[src/verilog/gpde_pkg.sv]
// Package with register map and layout constants for the port D/E pin block
package gpde_pkg;
   // Data registers keep their word index; the byte address is four times it
   localparam int IDX_PORT_D_DATA = 3;
   localparam int IDX_PORT_E_DATA = 8;
   // Byte addresses on the register bus
   localparam logic [7:0] ADDR_PORT_D_DATA = 8'(IDX_PORT_D_DATA * 4);
   localparam logic [7:0] ADDR_PORT_E_DATA = 8'(IDX_PORT_E_DATA * 4);
   localparam logic [7:0] ADDR_PORT_D_DIR = 8'h10;
   localparam logic [7:0] ADDR_PORT_D_PULLUP = 8'h14;
   localparam logic [7:0] ADDR_PORT_E_DIR = 8'h18;
   localparam logic [7:0] ADDR_PERIPH_CTRL = 8'h1c;
   // Peripheral control register fields
   localparam int CTRL_SPI_EN = 0;
   localparam int CTRL_SPI_MASTER = 1;
   localparam int CTRL_SERIAL_EN = 2;
   localparam int CTRL_CH0_ELS = 3;
   localparam int CTRL_CH1_ELS = 5;
   localparam int CTRL_WIDTH = 7;
   // Pin positions of shared functions
   localparam int PD_SS = 0;
   localparam int PD_MISO = 1;
   localparam int PD_MOSI = 2;
   localparam int PD_SCK = 3;
   localparam int PD_CH0 = 6;
   localparam int PD_CH1 = 7;
   localparam int PE_TXD = 0;
   localparam int PE_RXD = 1;
   // Reset values
   localparam logic [7:0] PORT_D_DIR_RST = 8'h00;
   localparam logic [5:0] PORT_E_DIR_RST = 6'h00;
   localparam logic [7:0] PULLUP_RST = 8'h00;
   localparam logic [6:0] CTRL_RST = 7'h00;
   // AXI responses
   localparam logic [1:0] RESP_OKAY = 2'b00;
   localparam logic [1:0] RESP_SLVERR = 2'b10;
endpackage

[src/verilog/gpde_ports.sv]
// Port D and port E general-purpose I/O with peripheral pin sharing, AXI4-Lite slave
//
// Design decision made here: the AXI4-Lite slave port.
`timescale 1ns/1ps
`default_nettype none
module gpde_ports #(
   parameter int PD_WIDTH = 8,
   parameter int PE_WIDTH = 6
) (
   // Clock and reset
   input wire logic mclk,
   input wire logic rst,
   // AXI4-Lite write address and data
   input wire logic [7:0] s_axi_awaddr,
   input wire logic s_axi_awvalid,
   output logic s_axi_awready,
   input wire logic [31:0] s_axi_wdata,
   input wire logic [3:0] s_axi_wstrb,
   input wire logic s_axi_wvalid,
   output logic s_axi_wready,
   // AXI4-Lite write response
   output logic [1:0] s_axi_bresp,
   output logic s_axi_bvalid,
   input wire logic s_axi_bready,
   // AXI4-Lite read
   input wire logic [7:0] s_axi_araddr,
   input wire logic s_axi_arvalid,
   output logic s_axi_arready,
   output logic [31:0] s_axi_rdata,
   output logic [1:0] s_axi_rresp,
   output logic s_axi_rvalid,
   input wire logic s_axi_rready,
   // Port D pins
   input wire logic [PD_WIDTH-1:0] pd_in,
   output logic [PD_WIDTH-1:0] pd_out,
   output logic [PD_WIDTH-1:0] pd_oe,
   output logic [PD_WIDTH-1:0] pd_pullup,
   // Port E pins
   input wire logic [PE_WIDTH-1:0] pe_in,
   output logic [PE_WIDTH-1:0] pe_out,
   output logic [PE_WIDTH-1:0] pe_oe,
   // SPI peripheral side
   input wire logic spi_sck_out,
   input wire logic spi_sck_oe,
   input wire logic spi_mosi_out,
   input wire logic spi_mosi_oe,
   input wire logic spi_miso_out,
   input wire logic spi_miso_oe,
   output logic spi_sck_in,
   output logic spi_mosi_in,
   output logic spi_miso_in,
   output logic spi_ss_in_n,
   // Timer channel side
   input wire logic [1:0] tmr_ch_out,
   input wire logic [1:0] tmr_ch_oe,
   output logic [1:0] tmr_ch_in,
   // Serial interface side
   input wire logic ser_txd,
   output logic ser_rxd,
   // Peripheral enables as seen by the pin muxes
   output logic spi_enable_bit,
   output logic spi_master_role_bit,
   output logic serial_iface_enable_bit
);

   // Register state
   logic [PD_WIDTH-1:0] pd_latch_q, pd_latch_d;
   logic [PE_WIDTH-1:0] pe_latch_q, pe_latch_d;
   logic [PD_WIDTH-1:0] pd_dir_q, pd_dir_d;
   logic [PD_WIDTH-1:0] pd_pue_q, pd_pue_d;
   logic [PE_WIDTH-1:0] pe_dir_q, pe_dir_d;
   logic [6:0] ctrl_q, ctrl_d;
   // Bus state
   logic aw_full_q, aw_full_d;
   logic w_full_q, w_full_d;
   logic [7:0] awaddr_q, awaddr_d;
   logic [31:0] wdata_q, wdata_d;
   logic [3:0] wstrb_q, wstrb_d;
   logic bvalid_q, bvalid_d;
   logic [1:0] bresp_q, bresp_d;
   logic rvalid_q, rvalid_d;
   logic [31:0] rdata_q, rdata_d;
   logic [1:0] rresp_q, rresp_d;
   logic do_write;
   logic [PD_WIDTH-1:0] pd_owned;
   logic [PE_WIDTH-1:0] pe_owned;
   logic [PD_WIDTH-1:0] pd_per_out, pd_per_oe;
   logic [PE_WIDTH-1:0] pe_per_out, pe_per_oe;
   logic [PD_WIDTH-1:0] pd_rd;
   logic [PE_WIDTH-1:0] pe_rd;
   logic ch0_on, ch1_on, ss_on;

   // Peripheral ownership of shared pins
   always_comb begin
      ch0_on = |ctrl_q[gpde_pkg::CTRL_CH0_ELS +: 2];
      ch1_on = |ctrl_q[gpde_pkg::CTRL_CH1_ELS +: 2];
      ss_on = ctrl_q[gpde_pkg::CTRL_SPI_EN] & ~ctrl_q[gpde_pkg::CTRL_SPI_MASTER];
      pd_owned = '0;
      pd_per_out = '0;
      pd_per_oe = '0;
      pd_owned[gpde_pkg::PD_CH0] = ch0_on;
      pd_owned[gpde_pkg::PD_CH1] = ch1_on;
      pd_owned[gpde_pkg::PD_SCK] = ctrl_q[gpde_pkg::CTRL_SPI_EN];
      pd_owned[gpde_pkg::PD_MOSI] = ctrl_q[gpde_pkg::CTRL_SPI_EN];
      pd_owned[gpde_pkg::PD_MISO] = ctrl_q[gpde_pkg::CTRL_SPI_EN];
      pd_owned[gpde_pkg::PD_SS] = ss_on;
      pd_per_out[gpde_pkg::PD_CH0] = tmr_ch_out[0];
      pd_per_oe[gpde_pkg::PD_CH0] = tmr_ch_oe[0];
      pd_per_out[gpde_pkg::PD_CH1] = tmr_ch_out[1];
      pd_per_oe[gpde_pkg::PD_CH1] = tmr_ch_oe[1];
      pd_per_out[gpde_pkg::PD_SCK] = spi_sck_out;
      pd_per_oe[gpde_pkg::PD_SCK] = spi_sck_oe;
      pd_per_out[gpde_pkg::PD_MOSI] = spi_mosi_out;
      pd_per_oe[gpde_pkg::PD_MOSI] = spi_mosi_oe;
      pd_per_out[gpde_pkg::PD_MISO] = spi_miso_out;
      pd_per_oe[gpde_pkg::PD_MISO] = spi_miso_oe;
      pe_owned = '0;
      pe_per_out = '0;
      pe_per_oe = '0;
      pe_owned[gpde_pkg::PE_TXD] = ctrl_q[gpde_pkg::CTRL_SERIAL_EN];
      pe_owned[gpde_pkg::PE_RXD] = ctrl_q[gpde_pkg::CTRL_SERIAL_EN];
      pe_per_out[gpde_pkg::PE_TXD] = ser_txd;
      pe_per_oe[gpde_pkg::PE_TXD] = 1'b1; // Transmit line always driven while the serial interface owns it
   end

   // Pin drivers; owned pins ignore direction, so in the SPI slave role the slave-select pin stays input
   genvar gi;
   generate
      for (gi = 0; gi < PD_WIDTH; gi++) begin : g_pd
         assign pd_oe[gi] = pd_owned[gi] ? pd_per_oe[gi] : pd_dir_q[gi];
         assign pd_out[gi] = pd_owned[gi] ? pd_per_out[gi] : pd_latch_q[gi];
         assign pd_pullup[gi] = pd_pue_q[gi] & ~pd_oe[gi];
         assign pd_rd[gi] = pd_dir_q[gi] ? pd_latch_q[gi] : pd_in[gi];
      end
      for (gi = 0; gi < PE_WIDTH; gi++) begin : g_pe
         assign pe_oe[gi] = pe_owned[gi] ? pe_per_oe[gi] : pe_dir_q[gi];
         assign pe_out[gi] = pe_owned[gi] ? pe_per_out[gi] : pe_latch_q[gi];
         assign pe_rd[gi] = pe_dir_q[gi] ? pe_latch_q[gi] : pe_in[gi];
      end
   endgenerate

   // Peripheral inputs; an idle slave select reads as deselected
   assign spi_sck_in = pd_in[gpde_pkg::PD_SCK];
   assign spi_mosi_in = pd_in[gpde_pkg::PD_MOSI];
   assign spi_miso_in = pd_in[gpde_pkg::PD_MISO];
   assign spi_ss_in_n = ss_on ? pd_in[gpde_pkg::PD_SS] : 1'b1;
   assign tmr_ch_in = {pd_in[gpde_pkg::PD_CH1], pd_in[gpde_pkg::PD_CH0]};
   assign ser_rxd = pe_in[gpde_pkg::PE_RXD];
   assign spi_enable_bit = ctrl_q[gpde_pkg::CTRL_SPI_EN];
   assign spi_master_role_bit = ctrl_q[gpde_pkg::CTRL_SPI_MASTER];
   assign serial_iface_enable_bit = ctrl_q[gpde_pkg::CTRL_SERIAL_EN];

   // Bus handshakes; each channel is held off while its slot is full
   assign s_axi_awready = ~aw_full_q;
   assign s_axi_wready = ~w_full_q;
   assign s_axi_arready = ~rvalid_q;
   assign s_axi_bvalid = bvalid_q;
   assign s_axi_bresp = bresp_q;
   assign s_axi_rvalid = rvalid_q;
   assign s_axi_rdata = rdata_q;
   assign s_axi_rresp = rresp_q;
   assign do_write = aw_full_q & w_full_q & ~bvalid_q;

   // Next state for bus and registers
   always_comb begin
      aw_full_d = aw_full_q;
      w_full_d = w_full_q;
      awaddr_d = awaddr_q;
      wdata_d = wdata_q;
      wstrb_d = wstrb_q;
      bvalid_d = bvalid_q;
      bresp_d = bresp_q;
      rvalid_d = rvalid_q;
      rdata_d = rdata_q;
      rresp_d = rresp_q;
      pd_latch_d = pd_latch_q;
      pe_latch_d = pe_latch_q;
      pd_dir_d = pd_dir_q;
      pd_pue_d = pd_pue_q;
      pe_dir_d = pe_dir_q;
      ctrl_d = ctrl_q;
      if (s_axi_awvalid && !aw_full_q) begin
         aw_full_d = 1'b1;
         awaddr_d = s_axi_awaddr;
      end
      if (s_axi_wvalid && !w_full_q) begin
         w_full_d = 1'b1;
         wdata_d = s_axi_wdata;
         wstrb_d = s_axi_wstrb;
      end
      if (bvalid_q && s_axi_bready) begin
         bvalid_d = 1'b0;
      end
      // Only byte lane 0 carries register data
      if (do_write) begin
         aw_full_d = 1'b0;
         w_full_d = 1'b0;
         bvalid_d = 1'b1;
         bresp_d = gpde_pkg::RESP_OKAY;
         case ({awaddr_q[7:2], 2'b00})
            gpde_pkg::ADDR_PORT_D_DATA: begin
               if (wstrb_q[0]) pd_latch_d = wdata_q[PD_WIDTH-1:0];
            end
            gpde_pkg::ADDR_PORT_E_DATA: begin
               if (wstrb_q[0]) pe_latch_d = wdata_q[PE_WIDTH-1:0];
            end
            gpde_pkg::ADDR_PORT_D_DIR: begin
               if (wstrb_q[0]) pd_dir_d = wdata_q[PD_WIDTH-1:0];
            end
            gpde_pkg::ADDR_PORT_D_PULLUP: begin
               if (wstrb_q[0]) pd_pue_d = wdata_q[PD_WIDTH-1:0];
            end
            gpde_pkg::ADDR_PORT_E_DIR: begin
               if (wstrb_q[0]) pe_dir_d = wdata_q[PE_WIDTH-1:0];
            end
            gpde_pkg::ADDR_PERIPH_CTRL: begin
               if (wstrb_q[0]) ctrl_d = wdata_q[6:0];
            end
            default: bresp_d = gpde_pkg::RESP_SLVERR;
         endcase
      end
      if (rvalid_q && s_axi_rready) begin
         rvalid_d = 1'b0;
      end
      if (s_axi_arvalid && !rvalid_q) begin
         rvalid_d = 1'b1;
         rresp_d = gpde_pkg::RESP_OKAY;
         rdata_d = 32'h0000_0000;
         case ({s_axi_araddr[7:2], 2'b00})
            gpde_pkg::ADDR_PORT_D_DATA: rdata_d[PD_WIDTH-1:0] = pd_rd;
            gpde_pkg::ADDR_PORT_E_DATA: rdata_d[PE_WIDTH-1:0] = pe_rd;
            gpde_pkg::ADDR_PORT_D_DIR: rdata_d[PD_WIDTH-1:0] = pd_dir_q;
            gpde_pkg::ADDR_PORT_D_PULLUP: rdata_d[PD_WIDTH-1:0] = pd_pue_q;
            gpde_pkg::ADDR_PORT_E_DIR: rdata_d[PE_WIDTH-1:0] = pe_dir_q;
            gpde_pkg::ADDR_PERIPH_CTRL: rdata_d[6:0] = ctrl_q;
            default: rresp_d = gpde_pkg::RESP_SLVERR;
         endcase
      end
   end

   // Data latches carry no reset so their contents survive it
   always_ff @(posedge mclk) begin
      pd_latch_q <= pd_latch_d;
      pe_latch_q <= pe_latch_d;
      awaddr_q <= awaddr_d;
      wdata_q <= wdata_d;
      wstrb_q <= wstrb_d;
      rdata_q <= rdata_d;
      bresp_q <= bresp_d;
      rresp_q <= rresp_d;
   end

   // Control registers with synchronous reset
   always_ff @(posedge mclk) begin
      if (rst) begin
         pd_dir_q <= gpde_pkg::PORT_D_DIR_RST[PD_WIDTH-1:0];
         pe_dir_q <= gpde_pkg::PORT_E_DIR_RST[PE_WIDTH-1:0];
         pd_pue_q <= gpde_pkg::PULLUP_RST[PD_WIDTH-1:0];
         ctrl_q <= gpde_pkg::CTRL_RST;
         aw_full_q <= 1'b0;
         w_full_q <= 1'b0;
         bvalid_q <= 1'b0;
         rvalid_q <= 1'b0;
      end else begin
         pd_dir_q <= pd_dir_d;
         pe_dir_q <= pe_dir_d;
         pd_pue_q <= pd_pue_d;
         ctrl_q <= ctrl_d;
         aw_full_q <= aw_full_d;
         w_full_q <= w_full_d;
         bvalid_q <= bvalid_d;
         rvalid_q <= rvalid_d;
      end
   end

   // Checks on pin behaviour, latch retention and register access
   a_pd_reset_dir: assert property (@(posedge mclk) rst |=> pd_dir_q == '0)
      else $error("port D direction not cleared by reset");
   a_pe_reset_dir: assert property (@(posedge mclk) rst |=> pe_dir_q == '0)
      else $error("port E direction not cleared by reset");
   a_pullup_out_off: assert property (@(posedge mclk) disable iff (rst)
      (pd_oe & pd_pullup) == '0)
      else $error("pullup active on driven pin");
   a_pullup_input_on: assert property (@(posedge mclk) disable iff (rst)
      (pd_pue_q & ~pd_oe) == pd_pullup)
      else $error("pullup missing on input pin");
   a_gpio_dir_oe: assert property (@(posedge mclk) disable iff (rst)
      !ctrl_q[gpde_pkg::CTRL_SPI_EN] && ctrl_q[6:3] == 4'h0 |-> pd_oe == pd_dir_q)
      else $error("port D drive differs from direction");
   a_ss_master_gpio: assert property (@(posedge mclk) disable iff (rst)
      ctrl_q[gpde_pkg::CTRL_SPI_MASTER] |-> pd_oe[gpde_pkg::PD_SS] == pd_dir_q[gpde_pkg::PD_SS])
      else $error("slave select pin not released in master role");
   a_serial_txd: assert property (@(posedge mclk) disable iff (rst)
      ctrl_q[gpde_pkg::CTRL_SERIAL_EN] |-> pe_oe[gpde_pkg::PE_TXD] && !pe_oe[gpde_pkg::PE_RXD])
      else $error("serial pins not owned while enabled");
   a_latch_hold: assert property (@(posedge mclk)
      rst && !do_write |=> pd_latch_q === $past(pd_latch_q)
      && pe_latch_q === $past(pe_latch_q))
      else $error("data latch disturbed by reset");
   a_pd_read_sel: assert property (@(posedge mclk) disable iff (rst)
      s_axi_arvalid && !rvalid_q && s_axi_araddr == gpde_pkg::ADDR_PORT_D_DATA
      |=> rdata_q[PD_WIDTH-1:0] == $past(pd_rd))
      else $error("port D read returned wrong source");
   a_write_latch: assert property (@(posedge mclk) disable iff (rst)
      do_write && wstrb_q[0] && awaddr_q == gpde_pkg::ADDR_PORT_E_DATA
      |=> pe_latch_q == $past(wdata_q[PE_WIDTH-1:0]))
      else $error("port E latch write lost");

endmodule
`default_nettype wire

[config.mk]
export PLATFORM = sky130hd
export DESIGN_NAME = gpde_ports
export DESIGN_NICKNAME = d
export VERILOG_FILES = /design/src/verilog/gpde_pkg.sv /design/src/verilog/gpde_ports.sv
export SDC_FILE = /design/constraint.sdc
export NUM_CORES = 1
export LEC_CHECK = 0
export BUFFER_PORTS_ARGS = -buffer_cell sky130_fd_sc_hd__buf_2
export CORE_ASPECT_RATIO = 0.9
export CORE_MARGIN = 2
export CORE_UTILIZATION = 50
export DETAILED_ROUTE_END_ITERATION = 10
export PLACE_DENSITY_LB_ADDON = 0.3
export SETUP_SLACK_MARGIN = 0.15
export SLEW_MARGIN = 5
export SYNTH_ARGS = -nofsm -noshare
export SYNTH_HDL_FRONTEND = slang
export SYNTH_SLANG_ARGS = --single-unit
[constraint.sdc]
create_clock -name mclk -period 4.27 [get_ports mclk]
set_input_delay 0.2135 -clock mclk [delete_from_list [all_inputs] [get_ports mclk]]
set_output_delay 0.2135 -clock mclk [all_outputs]
set_load 0.03 [all_outputs]
# == Word-level counts from Yosys, hierarchy flattened ==
# Index checks and enable logic that the tools add are counted.
# word_totals
register_bits,76
input_bits,84
# classes
bitwise,24
n_reduce_logical,21
n_eq_ne,12
mux,40
# op_table
op,count
$eq A6 B3 Y1 const B,8
$pmux W6 S6,1
$mux W1,35
$reduce_and A3 Y1,6
$not A1 Y1,13
$eq A6 B2 Y1 const B,2
$eq A6 B4 Y1 const B,2
$reduce_or A6 Y1,2
$and A1 B1 Y1,11
$reduce_or A2 Y1,3
$logic_and A1 B1 Y1,5
$mux W2,2
$pmux W1 S4,1
$reduce_bool A2 Y1,2
$logic_not A1 Y1,3
$pmux W1 S3,1

# == Depth between registers and ports, before layout ==
# Gate-level depths: netlist (run 1).
# logic_depth
word_depth,5
mapped_depth,4

# == Least setup slack after synthesis (run 1) ==
# OpenSTA, ideal clock, no wires.
# synth_timing
path_type,register to register
start,"reg bvalid_q, in the netlist s_axi_bvalid"
end,"reg pd_latch_q[0], enable pin"
setup_slack_ps,2176
arrival_time_ps,1700
stages_incl_launch_ff,4
required_ps,3875
n_path_buf,0
path_cell_list,dfxtp_1 > and3b_1 > nand3_1 > nor4_1
# synth_via
elab_chain_cells,3
# synth_rtl
element,line,text
from (decl),gpde_ports.sv:79,"logic bvalid_q, bvalid_d;"
from (signal assigned),gpde_ports.sv:271,bvalid_q <= bvalid_d;
$not A1 Y1,gpde_ports.sv:162,assign do_write = aw_full_q & w_full_q & ~bvalid_q;
$and A1 B1 Y1,gpde_ports.sv:162,
$reduce_and A3 Y1 (no line),n/a,
to (signal assigned),gpde_ports.sv:243,pd_latch_q <= pd_latch_d;
to (decl),gpde_ports.sv:67,"logic [PD_WIDTH-1:0] pd_latch_q, pd_latch_d;"
# No other way between the ends.
# A chain may end at the register's enable or synchronous reset.

# == Worst setup path after layout (run 1) ==
# layout_timing
start,reg aw_full_q
end,"reg pd_latch_q[1], enable pin"
# layout_via
elab_chain_cells,3
# layout_rtl
element,line,text
from (decl),gpde_ports.sv:74,"logic aw_full_q, aw_full_d;"
from (signal assigned),gpde_ports.sv:269,aw_full_q <= aw_full_d;
$and A1 B1 Y1 (2 in a row),gpde_ports.sv:162,
$reduce_and A3 Y1 (no line),n/a,
# No other way between the ends.

==> results by group, run 1 <==
Clock network
  – H-tree levels: 3
  – Reg clk slew, reported paths: ~0.07 ns
  – Post-CTS Hold Buffers: 0
  – Clk buf depth: 2
  – CTS buffer count: 9
  – # Post-CTS Setup Buffers: 0
  – Post-CTS sizing: 0
  – CTS Sinks: a little over 70
  – CTS root buffer: clkbuf_8
  – TritonCTS clock tree: done
  – Worst-Skew Late Latency: roughly 0.34 ns

GRT
  – Largest net degree at the start of global routing: approximately 40
  – First-pass GRT wire length: between 10000 and 15000 microns
  – GRT overflow: 0
  – Vias in the first global route: 2329
  – Initial antenna violation count: 0
  – Total track usage: roughly a fifth

Routing
  – Vias after detailed routing: 2521
  – Drt total wl: roughly 8000 microns
  – Mean number of vias per cell: ~5.0
  – DRT antenna net count: 0
  – First-pass DRT Iterations: 4
  – WL per Instance: 16.0 microns
  – Initial DRC count: 128
  – Residual DRC: 0

Yosys
  – Mapped Area: ~0.0036 sq mm
  – Commonest cells post-synth: 47 x buf_4, 44 x mux2i_1, 39 x edfxtp_1
  – Yosys top cell area share: 32.2%
  – #FFs+latches synth: 72
  – Synth Area per Inst: about 12 sq um
  – Top area cells in the synthesized netlist: edfxtp_1 32%, dfxtp_1 18%, mux2i_1 12%
  – Gate Count Post-Synth: 304
  – Top FF cell, synth: edfxtp_1
  – Synth area leader: edfxtp_1
  – Synth cell types: 35
  – Yosys warnings: 0
  – EDFF count, synth: 39
  – Post-synth ARST share: 0%
  – Sequential share of the synthesized area: about half
  – Top-count cell post-synth: buf_4

Power
  – P_leak: 1.93 nW
  – Pwr/cell area: approximately 340 mW/mm^2
  – Peak supply drop: approximately 0.21 mV

Timing
  – RSZ-0062 raised after global routing: false
  – Least-Margin Pin Slew: ~1 ns
  – Max_slew headroom: roughly a third
  – Setup TNS: 0 ns
  – Setup-failing EPs final: 0
  – Min Tclk post-route: between 2 and 2.5 ns
  – Fin crit share: 49.6%
  – Final Max Tran Viols: 0
  – Hold slack: 0.0443 ns
  – Final hold violation count: 0
  – Setup Skew: a little under 0.01 ns
  – FMAX: between 400 and 500 MHz

Floorplanning
  – Core ar.: ~0.007 sq mm
  – # rows: 29
  – Die ar.: about 0.0080 sq mm
  – Die height: about 85 microns
  – Starting Density: roughly half
  – Num ports: around 170
  – Die Span X: ~94 microns

Job
  – Max-cap violation count: 0

Setup path
  – Crit. End Element: flip-flop
  – Startpoint types: flip-flop
  – Worst Path Arrival: around 2.2 ns
  – Data required, critical path: ~4.3 ns
  – Critical path class: reg2reg
  – Crit Path Max Fanout: 5

Run status
  – Status: finished clean

Final layout
  – # nets final: about 490
  – Layout cells sized above 1: between 30% and 40%
  – # diodes: 0
  – Area growth from synthesis to layout: 17.1%

Place
  – IO buf count: between 100 and 150
  – HPWL Detailed: slightly below 6000 microns
  – Routability Congestion: 0.741

Min path
  – Hold WC Path Type: in2reg
[worst max-delay path: stages (launching register included)]
cell	delay (ns)
dfxtp_1	0.39
and3b_1	0.26
nand3_1	0.14
nor4_2	0.76
buf_4	0.29
[cell families after synthesis]
family / Yosys count / share of synthesized area [%]
buffers and inverters: 62 / 11.3
multiplexers: 62 / 19.9
AND/OR/NAND/NOR: 90 / 15.0
AO/OA/AOI/OAI: 17 / 3.37
other: 1 / 0.103
flip-flops: 72 / 50.3
[stage by stage]
step / setup slack, ns / total power, mW / cells / utilization, % / area (sq um)
after floorplan: 2.18 / 0.888 / 329 / - / 3740
after global placement: 2.26 / 0.913 / 484 / 57.7 / 4060
after detailed placement: 2.12 / 0.916 / 484 / 57.7 / 4060
after CTS: 2.11 / 1.45 / 500 / 60.6 / 4260
after global routing: 1.96 / 1.50 / 500 / 60.6 / 4260
final: 2.15 / 1.44 / 500 / 60.6 / 4260
[layer usage]
layer | part of all wire (%) | GRT usage [%]
met1 | 43 | 28.4
met2 | 49 | 31.9
met3 | 8.2 | 4.88
met4 | 0.29 | 5.53
met5 | 0 | 0
[report_power, final]
group | total [mW] | internal [mW] | switching (mW)
clock | 0.545 | 0.302 | 0.243
sequential | 0.760 | 0.748 | 0.0120
combinational | 0.139 | 0.0435 | 0.0956
total | 1.44 | 1.09 | 0.351
[cell usage in the layout (no fill, tap or decap), types with 3 or more instances in the layout]
master	n
buf_2	113
mux2i_1	44
edfxtp_1	39
nand2b_1	38
dfxtp_1	33
conb_1	26
nor2_1	16
mux2_2	12
clkbuf_8	11
nor2b_1	9
nand2_1	9
inv_1	9
o221ai_1	6
mux4_1	4
nor4b_1	3
a21oi_1	3
[cell type report]
cell class                 count  area, sq um
timing repair buffer         115          581
fill                         612         2780
sequential                    72         1830
clock inverter                 3         42.5
multi-input combinational    195         1500
tap                           93          116
inverter                       9         33.8
clock buffer                  13          159
[sequential cells by signal (all words and copies together) (netlist names), 6 cells and up]
| name | flops |
|---|---|
| pd_latch_q | 8 |
| pe_dir_q | 6 |
| awaddr_q | 6 |
| s_axi_rdata | 8 |
| pe_latch_q | 6 |
| pd_dir_q | 8 |
| pd_pue_q | 8 |
| ctrl_q | 7 |
| wdata_q | 8 |
[worst paths after layout]
path / from / to / slack [ns] / depth (start not counted)
setup / recovery: aw_full_q / pd_latch_q[1] / 2.15 / 4
hold / removal: s_axi_awaddr[3] / awaddr_q[3] / 0.04 / 1
setup reg to reg: aw_full_q / pd_latch_q[1] / 2.15 / 4
hold reg to reg: wdata_q[7] / pd_latch_q[7] / 0.46 / 0
(Power assumes the default switching activity.)
==> run 2, diff against run 1 <==
--- a/config.mk
+++ b/config.mk
@@ -8,7 +8,7 @@
 export BUFFER_PORTS_ARGS = -buffer_cell sky130_fd_sc_hd__buf_2
 export CORE_ASPECT_RATIO = 0.9
 export CORE_MARGIN = 2
-export CORE_UTILIZATION = 50
+export CORE_UTILIZATION = 47
 export DETAILED_ROUTE_END_ITERATION = 10
 export PLACE_DENSITY_LB_ADDON = 0.3
 export SETUP_SLACK_MARGIN = 0.15
==> constraint.sdc (replaced) <==
create_clock -name mclk -period 2.1 [get_ports mclk]
set_input_delay 0.105 -clock mclk [delete_from_list [all_inputs] [get_ports mclk]]
set_output_delay 0.105 -clock mclk [all_outputs]
set_load 0.03 [all_outputs]
==> results by group, run 2 (synthesized netlist as in run 1, its figures left out) <==
Run status
  – Status: finished clean (unchanged)

Setup path
  – Data required, critical path: 2.00 ns (was 4.32 ns)
  – Critical path class: reg2out (was reg2reg)
  – Reg2Reg Setup Slack: 0.38 ns (was 2.15 ns)
  – Worst setup path startpoint: ctrl_q[0] (was aw_full_q)
  – Worst R2R Start: awaddr_q[5] (was aw_full_q)
  – Crit Path Max Fanout: 10 (was 5)
  – Crit. End Element: primary output (was flip-flop)
  – Startpoint types: flip-flop (unchanged)
  – Worst Path Arrival: 1.70 ns (was 2.17 ns)

Timing
  – Fin crit share: a little under nine tenths
  – Setup Skew: 0.00733 ns (was 0.00967 ns)
  – FMAX: 553 MHz
  – Max_slew headroom: 45.0% (was 31.5%)
  – Final Max Tran Viols: 0 (unchanged)
  – Least-Margin Pin Slew: 0.824 ns (was 1.03 ns)
  – Min Tclk post-route: ~1.8 ns
  – RSZ-0062 raised after global routing: false (unchanged)
  – Final hold violation count: 0 (unchanged)
  – Hold slack: 0.0452 ns (was 0.0443 ns)
  – Setup-failing EPs final: 0 (unchanged)
  – Setup TNS: 0 ns (unchanged)

Floorplanning
  – # rows: 30 (was 29)
  – Die ar.: 0.00847 sq mm (was 0.00798 sq mm)
  – Core ar.: 0.00754 sq mm (was 0.00704 sq mm)
  – Starting Density: 48.3% (was 51.7%)
  – Die Span X: 96.8 microns (was 94.0 microns)
  – Die height: 87.5 microns (was 85.0 microns)
  – Num ports: 171 (unchanged)

Power
  – Pwr/cell area: 646 mW/mm^2 (was 339 mW/mm^2)
  – P_leak: 2.02 nW (was 1.93 nW)
  – Peak supply drop: 0.418 mV (was 0.215 mV)

Final layout
  – Layout cells sized above 1: 35.3% (was 36.6%)
  – Commonest non-fill, non-tap cells in the layout: 113 x buf_2, 44 x mux2i_1, 39 x edfxtp_1 (unchanged)
  – Final Cell Area: 0.00446 sq mm (was 0.00426 sq mm)
  – # nets final: 507 (was 486)
  – # diodes: 0 (unchanged)
  – Util after Layout: 59.1% (was 60.6%)
  – Area growth from synthesis to layout: 22.4% (was 17.1%)
  – Most common cell after layout, fill and taps aside: buf_2 (unchanged)

Place
  – HPWL Detailed: 5810 microns (was 5820 microns)
  – Routability Congestion: 0.724 (was 0.741)
  – IO buf count: 113 (unchanged)
  – Placed cell area: 0.00409 sq mm (was 0.00406 sq mm)

GRT
  – Largest net degree at the start of global routing: 41 (unchanged)
  – First-pass GRT wire length: 12500 microns (was 12000 microns)
  – GRT overflow: 0 (unchanged)
  – Vias in the first global route: 2532 (was 2329)
  – Total track usage: 19.5% (was 20.3%)
  – Initial antenna violation count: 0 (unchanged)

Clock network
  – CTS root buffer: clkbuf_8 (unchanged)
  – # Post-CTS Setup Buffers: 0 (unchanged)
  – CTS Sinks: 72 (unchanged)
  – Clk buf depth: 2 (unchanged)
  – TritonCTS clock tree: done (unchanged)
  – CTS buffer count: 9 (unchanged)
  – Reg clk slew, reported paths: 0.07 ns (about the same)
  – Worst-Skew Late Latency: 0.34 ns (about the same)
  – H-tree levels: 3 (unchanged)

Min path
  – Hold WC Path Type: in2reg (unchanged)
  – Hold Crit Start: s_axi_arvalid (was s_axi_awaddr[3])

Routing
  – WL per Instance: 15.3 microns (was 16.0 microns)
  – Vias after detailed routing: 2558 (was 2521)
  – Drt total wl: 8030 microns (was 7980 microns)
  – Residual DRC: 0 (unchanged)
  – First-pass DRT Iterations: 4 (unchanged)
  – DRT antenna net count: 0 (unchanged)
  – Mean number of vias per cell: 4.88 (was 5.04)
  – Initial DRC count: 79 (was 128)

Job
  – Max-cap violation count: 0 (unchanged)
## run 2: cell types whose count changed in the layout (fill, tap and decap cells not counted)
cell	previous run	this run
clkinvlp_4	1	0
dlygate4sd3_1	0	18
clkinv_2	1	0
clkbuf_8	11	13
clkbuf_1	2	3
bufinv_16	1	0
buf_4	2	5
## run 2: area by class of cell
type                            count  area (sq um)
Clock buffer                       16           190
Fill cell                         659          3090
Inverter                            9          33.8
Multi-Input combinational cell    195          1500
Sequential cell                    72          1830
Tap cell                           96           120
Timing Repair Buffer              136           783
## run 2: final timing paths
kind,cells past startpoint,to
max,3,pd_pullup[3]
min,3,s_axi_rvalid
max reg2reg,3,pe_dir_q[4]
min reg2reg,0,pd_latch_q[6]
## run 2: power breakdown
part           internal [mW]  switching, mW
combinational          0.112          0.199
sequential              1.52         0.0247
clock                  0.561          0.462
## run 2: worst max-delay path: stages, from the launching register on
cell     delay [ns]
dfxtp_1        0.63
mux2_2         0.42
nor2_1         0.10
buf_2          0.21
## run 2: per-stage QoR
stage | worst slack [ns] | cells | power (mW)
after floorplan | 0.292 | 329 | 1.81
after global placement | 0.437 | 490 | 1.86
after detailed placement | 0.385 | 490 | 1.86
after CTS | 0.264 | 524 | 2.91
after global routing | 0.173 | 524 | 3.00
final | 0.293 | 524 | 2.88
## run 2: metal layers
| layer | share of wire [%] | up-vias | GRT usage, % | routed length [microns] |
|---|---|---|---|---|
| met5 | 0 | - | 0 | 0 |
| met2 | 49 | 105 | 33.5 | 3910 |
| met1 | 43 | 1189 | 23.9 | 3490 |
| met4 | 1.0 | 0 | 5.89 | 82 |
| li1 | - | 1256 | - | - |
| met3 | 6.9 | 8 | 6.26 | 556 |
## run 2: timing repair
| action | CTS | global route |
|---|---|---|
| resized for setup | 0 | 0 |
| hold endpoints to repair | 18 | 0 |
| hold buffers | 18 | 0 |
==> run 3, diff against run 2 <==
--- a/config.mk
+++ b/config.mk
@@ -8,7 +8,7 @@
 export BUFFER_PORTS_ARGS = -buffer_cell sky130_fd_sc_hd__buf_2
 export CORE_ASPECT_RATIO = 0.9
 export CORE_MARGIN = 2
-export CORE_UTILIZATION = 47
+export CORE_UTILIZATION = 40
 export DETAILED_ROUTE_END_ITERATION = 10
 export PLACE_DENSITY_LB_ADDON = 0.3
 export SETUP_SLACK_MARGIN = 0.15
==> results by group, run 3 (synthesized netlist as in run 1, its figures left out) <==
Place
  – Placement Setup Slack: 0.386 ns (was 0.385 ns)
  – Routability Congestion: 0.780 (was 0.724)
  – HPWL Detailed: 5870 microns (was 5810 microns)
  – Placed cell area: 0.00413 sq mm (was 0.00409 sq mm)
  – IO buf count: 113 (unchanged)

Setup path
  – Reg2Reg Setup Slack: 0.38 ns (about the same)
  – Crit path max-delay cell type: dfxtp_1 (unchanged)
  – Worst path cell trace: mux2_2, nor2_1, buf_2 (unchanged)
  – Worst reg2reg path depth: 3 (unchanged)
  – Worst Path Arrival: 1.68 ns (was 1.70 ns)
  – Crit Path Max Fanout: 10 (unchanged)
  – Startpoint types: flip-flop (unchanged)
  – Crit. End Element: primary output (unchanged)
  – Data required, critical path: 2.00 ns (about the same)
  – Max incr delay on CP: 0.62 ns (was 0.63 ns)
  – Worst R2R Start: awaddr_q[5] (unchanged)
  – Critical path class: reg2out (unchanged)
  – Reg2reg end: pe_dir_q[2] (was pe_dir_q[4])

Clock network
  – H-tree levels: 3 (unchanged)
  – CTS root buffer: clkbuf_8 (unchanged)
  – Worst-Skew Late Latency: 0.34 ns (about the same)
  – Reg clk slew, reported paths: 0.07 ns (about the same)
  – Post-CTS sizing: 0 (unchanged)
  – CTS Sinks: 72 (unchanged)
  – CTS buffer count: 9 (unchanged)
  – TritonCTS clock tree: done (unchanged)
  – Clk buf depth: 2 (unchanged)

Routing
  – WL per Instance: 15.1 microns (was 15.3 microns)
  – First-pass DRT Iterations: 5 (was 4)
  – Vias after detailed routing: 2571 (was 2558)
  – Initial DRC count: 102 (was 79)
  – DRT antenna net count: 0 (unchanged)
  – Mean number of vias per cell: 4.67 (was 4.88)
  – Drt total wl: 8340 microns (was 8030 microns)
  – Residual DRC: 0 (unchanged)

GRT
  – Initial antenna violation count: 0 (unchanged)
  – Largest net degree at the start of global routing: 41 (unchanged)
  – Total track usage: 16.8% (was 19.5%)
  – Vias in the first global route: 2428 (was 2532)
  – GRT overflow: 0 (unchanged)
  – First-pass GRT wire length: 12600 microns (was 12500 microns)

Floorplanning
  – Core ar.: 0.00900 sq mm (was 0.00754 sq mm)
  – Die ar.: 0.00989 sq mm (was 0.00847 sq mm)
  – Starting Density: 40.5% (was 48.3%)
  – Die Span X: 105 microns (was 96.8 microns)
  – Die height: 94.5 microns (was 87.5 microns)
  – # rows: 33 (was 30)
  – Num ports: 171 (unchanged)

Min path
  – Hold WC Path Type: in2reg (unchanged)
  – Hold path depth: 3 (unchanged)
  – Hold Crit Start: s_axi_arvalid (unchanged)
  – Hold worst-path end: s_axi_rvalid (unchanged)

Timing
  – Final setup margin: 0.314 ns (was 0.293 ns)
  – Min Tclk post-route: 1.79 ns (was 1.81 ns)
  – RSZ-0062 raised after global routing: false (unchanged)
  – Final Max Tran Viols: 0 (unchanged)
  – Setup TNS: 0 ns (unchanged)
  – Max_slew headroom: 62.2% (was 45.0%)
  – Setup-failing EPs final: 0 (unchanged)
  – FMAX: 560 MHz (was 553 MHz)
  – Fin crit share: 85.0% (was 86.0%)
  – Least-Margin Pin Slew: 0.567 ns (was 0.824 ns)
  – Final hold violation count: 0 (unchanged)
  – Setup Skew: 0.00918 ns (was 0.00733 ns)

Final layout
  – Commonest non-fill, non-tap cells in the layout: 113 x buf_2, 44 x mux2i_1, 39 x edfxtp_1 (unchanged)
  – # nets final: 508 (was 507)
  – # diodes: 0 (unchanged)
  – Util after Layout: 49.9% (was 59.1%)
  – Register area: 0.00183 sq mm (unchanged)
  – Fillcell total: 836 (was 659)
  – Most common cell after layout, fill and taps aside: buf_2 (unchanged)
  – Layout cells sized above 1: 35.4% (was 35.3%)
  – Area growth from synthesis to layout: 23.3% (was 22.4%)
  – Multi-input logic area: 0.00150 sq mm (unchanged)
  – Final Cell Area: 0.00449 sq mm (was 0.00446 sq mm)

Power
  – Peak supply drop: 0.366 mV (was 0.418 mV)
  – Total power: 2.88 mW (about the same)
  – Pwr/cell area: 642 mW/mm^2 (was 646 mW/mm^2)
  – P_leak: 2.02 nW (about the same)

Run status
  – Status: finished clean (unchanged)

Job
  – Max-cap violation count: 0 (unchanged)
-- run 3: cell count changes in the layout (fill, tap and decap cells not counted), sizes merged --
cell    delta
buf        +1
bufinv     +1
clkinv     +4
clkbuf     -5
-- run 3: worst max-delay path by stage --
stage,from,endpoint,slack [ns],depth (start not counted)
2_1_floorplan,ctrl_q[0],pd_pullup[1],0.29,3
3_3_place_gp,awaddr_q[5],pe_dir_q[0],0.43,3
3_5_place_dp,awaddr_q[5],pe_dir_q[2],0.39,3
4_1_cts,ctrl_q[0],pd_pullup[3],0.29,3
5_1_grt,ctrl_q[0],pd_pullup[0],0.20,4
6_report,ctrl_q[0],pd_pullup[3],0.31,3
-- run 3: layer usage --
metal	wire length, microns	global-route usage (%)	vias to the layer above	part of all wire (%)
met5	0	0	-	0
met4	82	3.67	0	0.98
met3	472	4.83	7	5.7
met2	4100	29.7	96	49
met1	3680	20.7	1218	44
li1	-	-	1250	-
-- run 3: final cells by class --
cell class	count	share of cell area [%]
Sequential cell	72	40.8
Clock inverter	5	1.09
Inverter	9	0.753
Timing Repair Buffer	137	17.6
Tap cell	122	3.40
Multi-Input combinational cell	195	33.4
Clock buffer	11	2.93
-- run 3: report_power, final --
part,switching (mW),internal [mW],total (mW),leakage (nW)
registers,0.0253,1.52,1.55,0.632
clock network,0.482,0.540,1.02,0.0945
logic,0.201,0.114,0.315,1.30
total,0.708,2.17,2.88,2.02
-- run 3: per-stage QoR --
step           std cells  hold WS [ns]
2_1_floorplan        329         0.204
3_3_place_gp         517         0.282
3_5_place_dp         517         0.284
4_1_cts              551        0.0276
5_1_grt              551        0.0887
6_report             551        0.0441
-- run 3: worst max-delay path: cells and delay by family, from the launching register on --
family,cells,cell delay [ns]
DFF,1,0.62
muxes,1,0.41
buffers and inverters,1,0.22
and+or+nand+nor,1,0.10
-- run 3: timing repair --
action / CTS / global route
hold endpoints to repair: 18 / 0
setup buffers: 0 / 0
hold buffers: 18 / 0
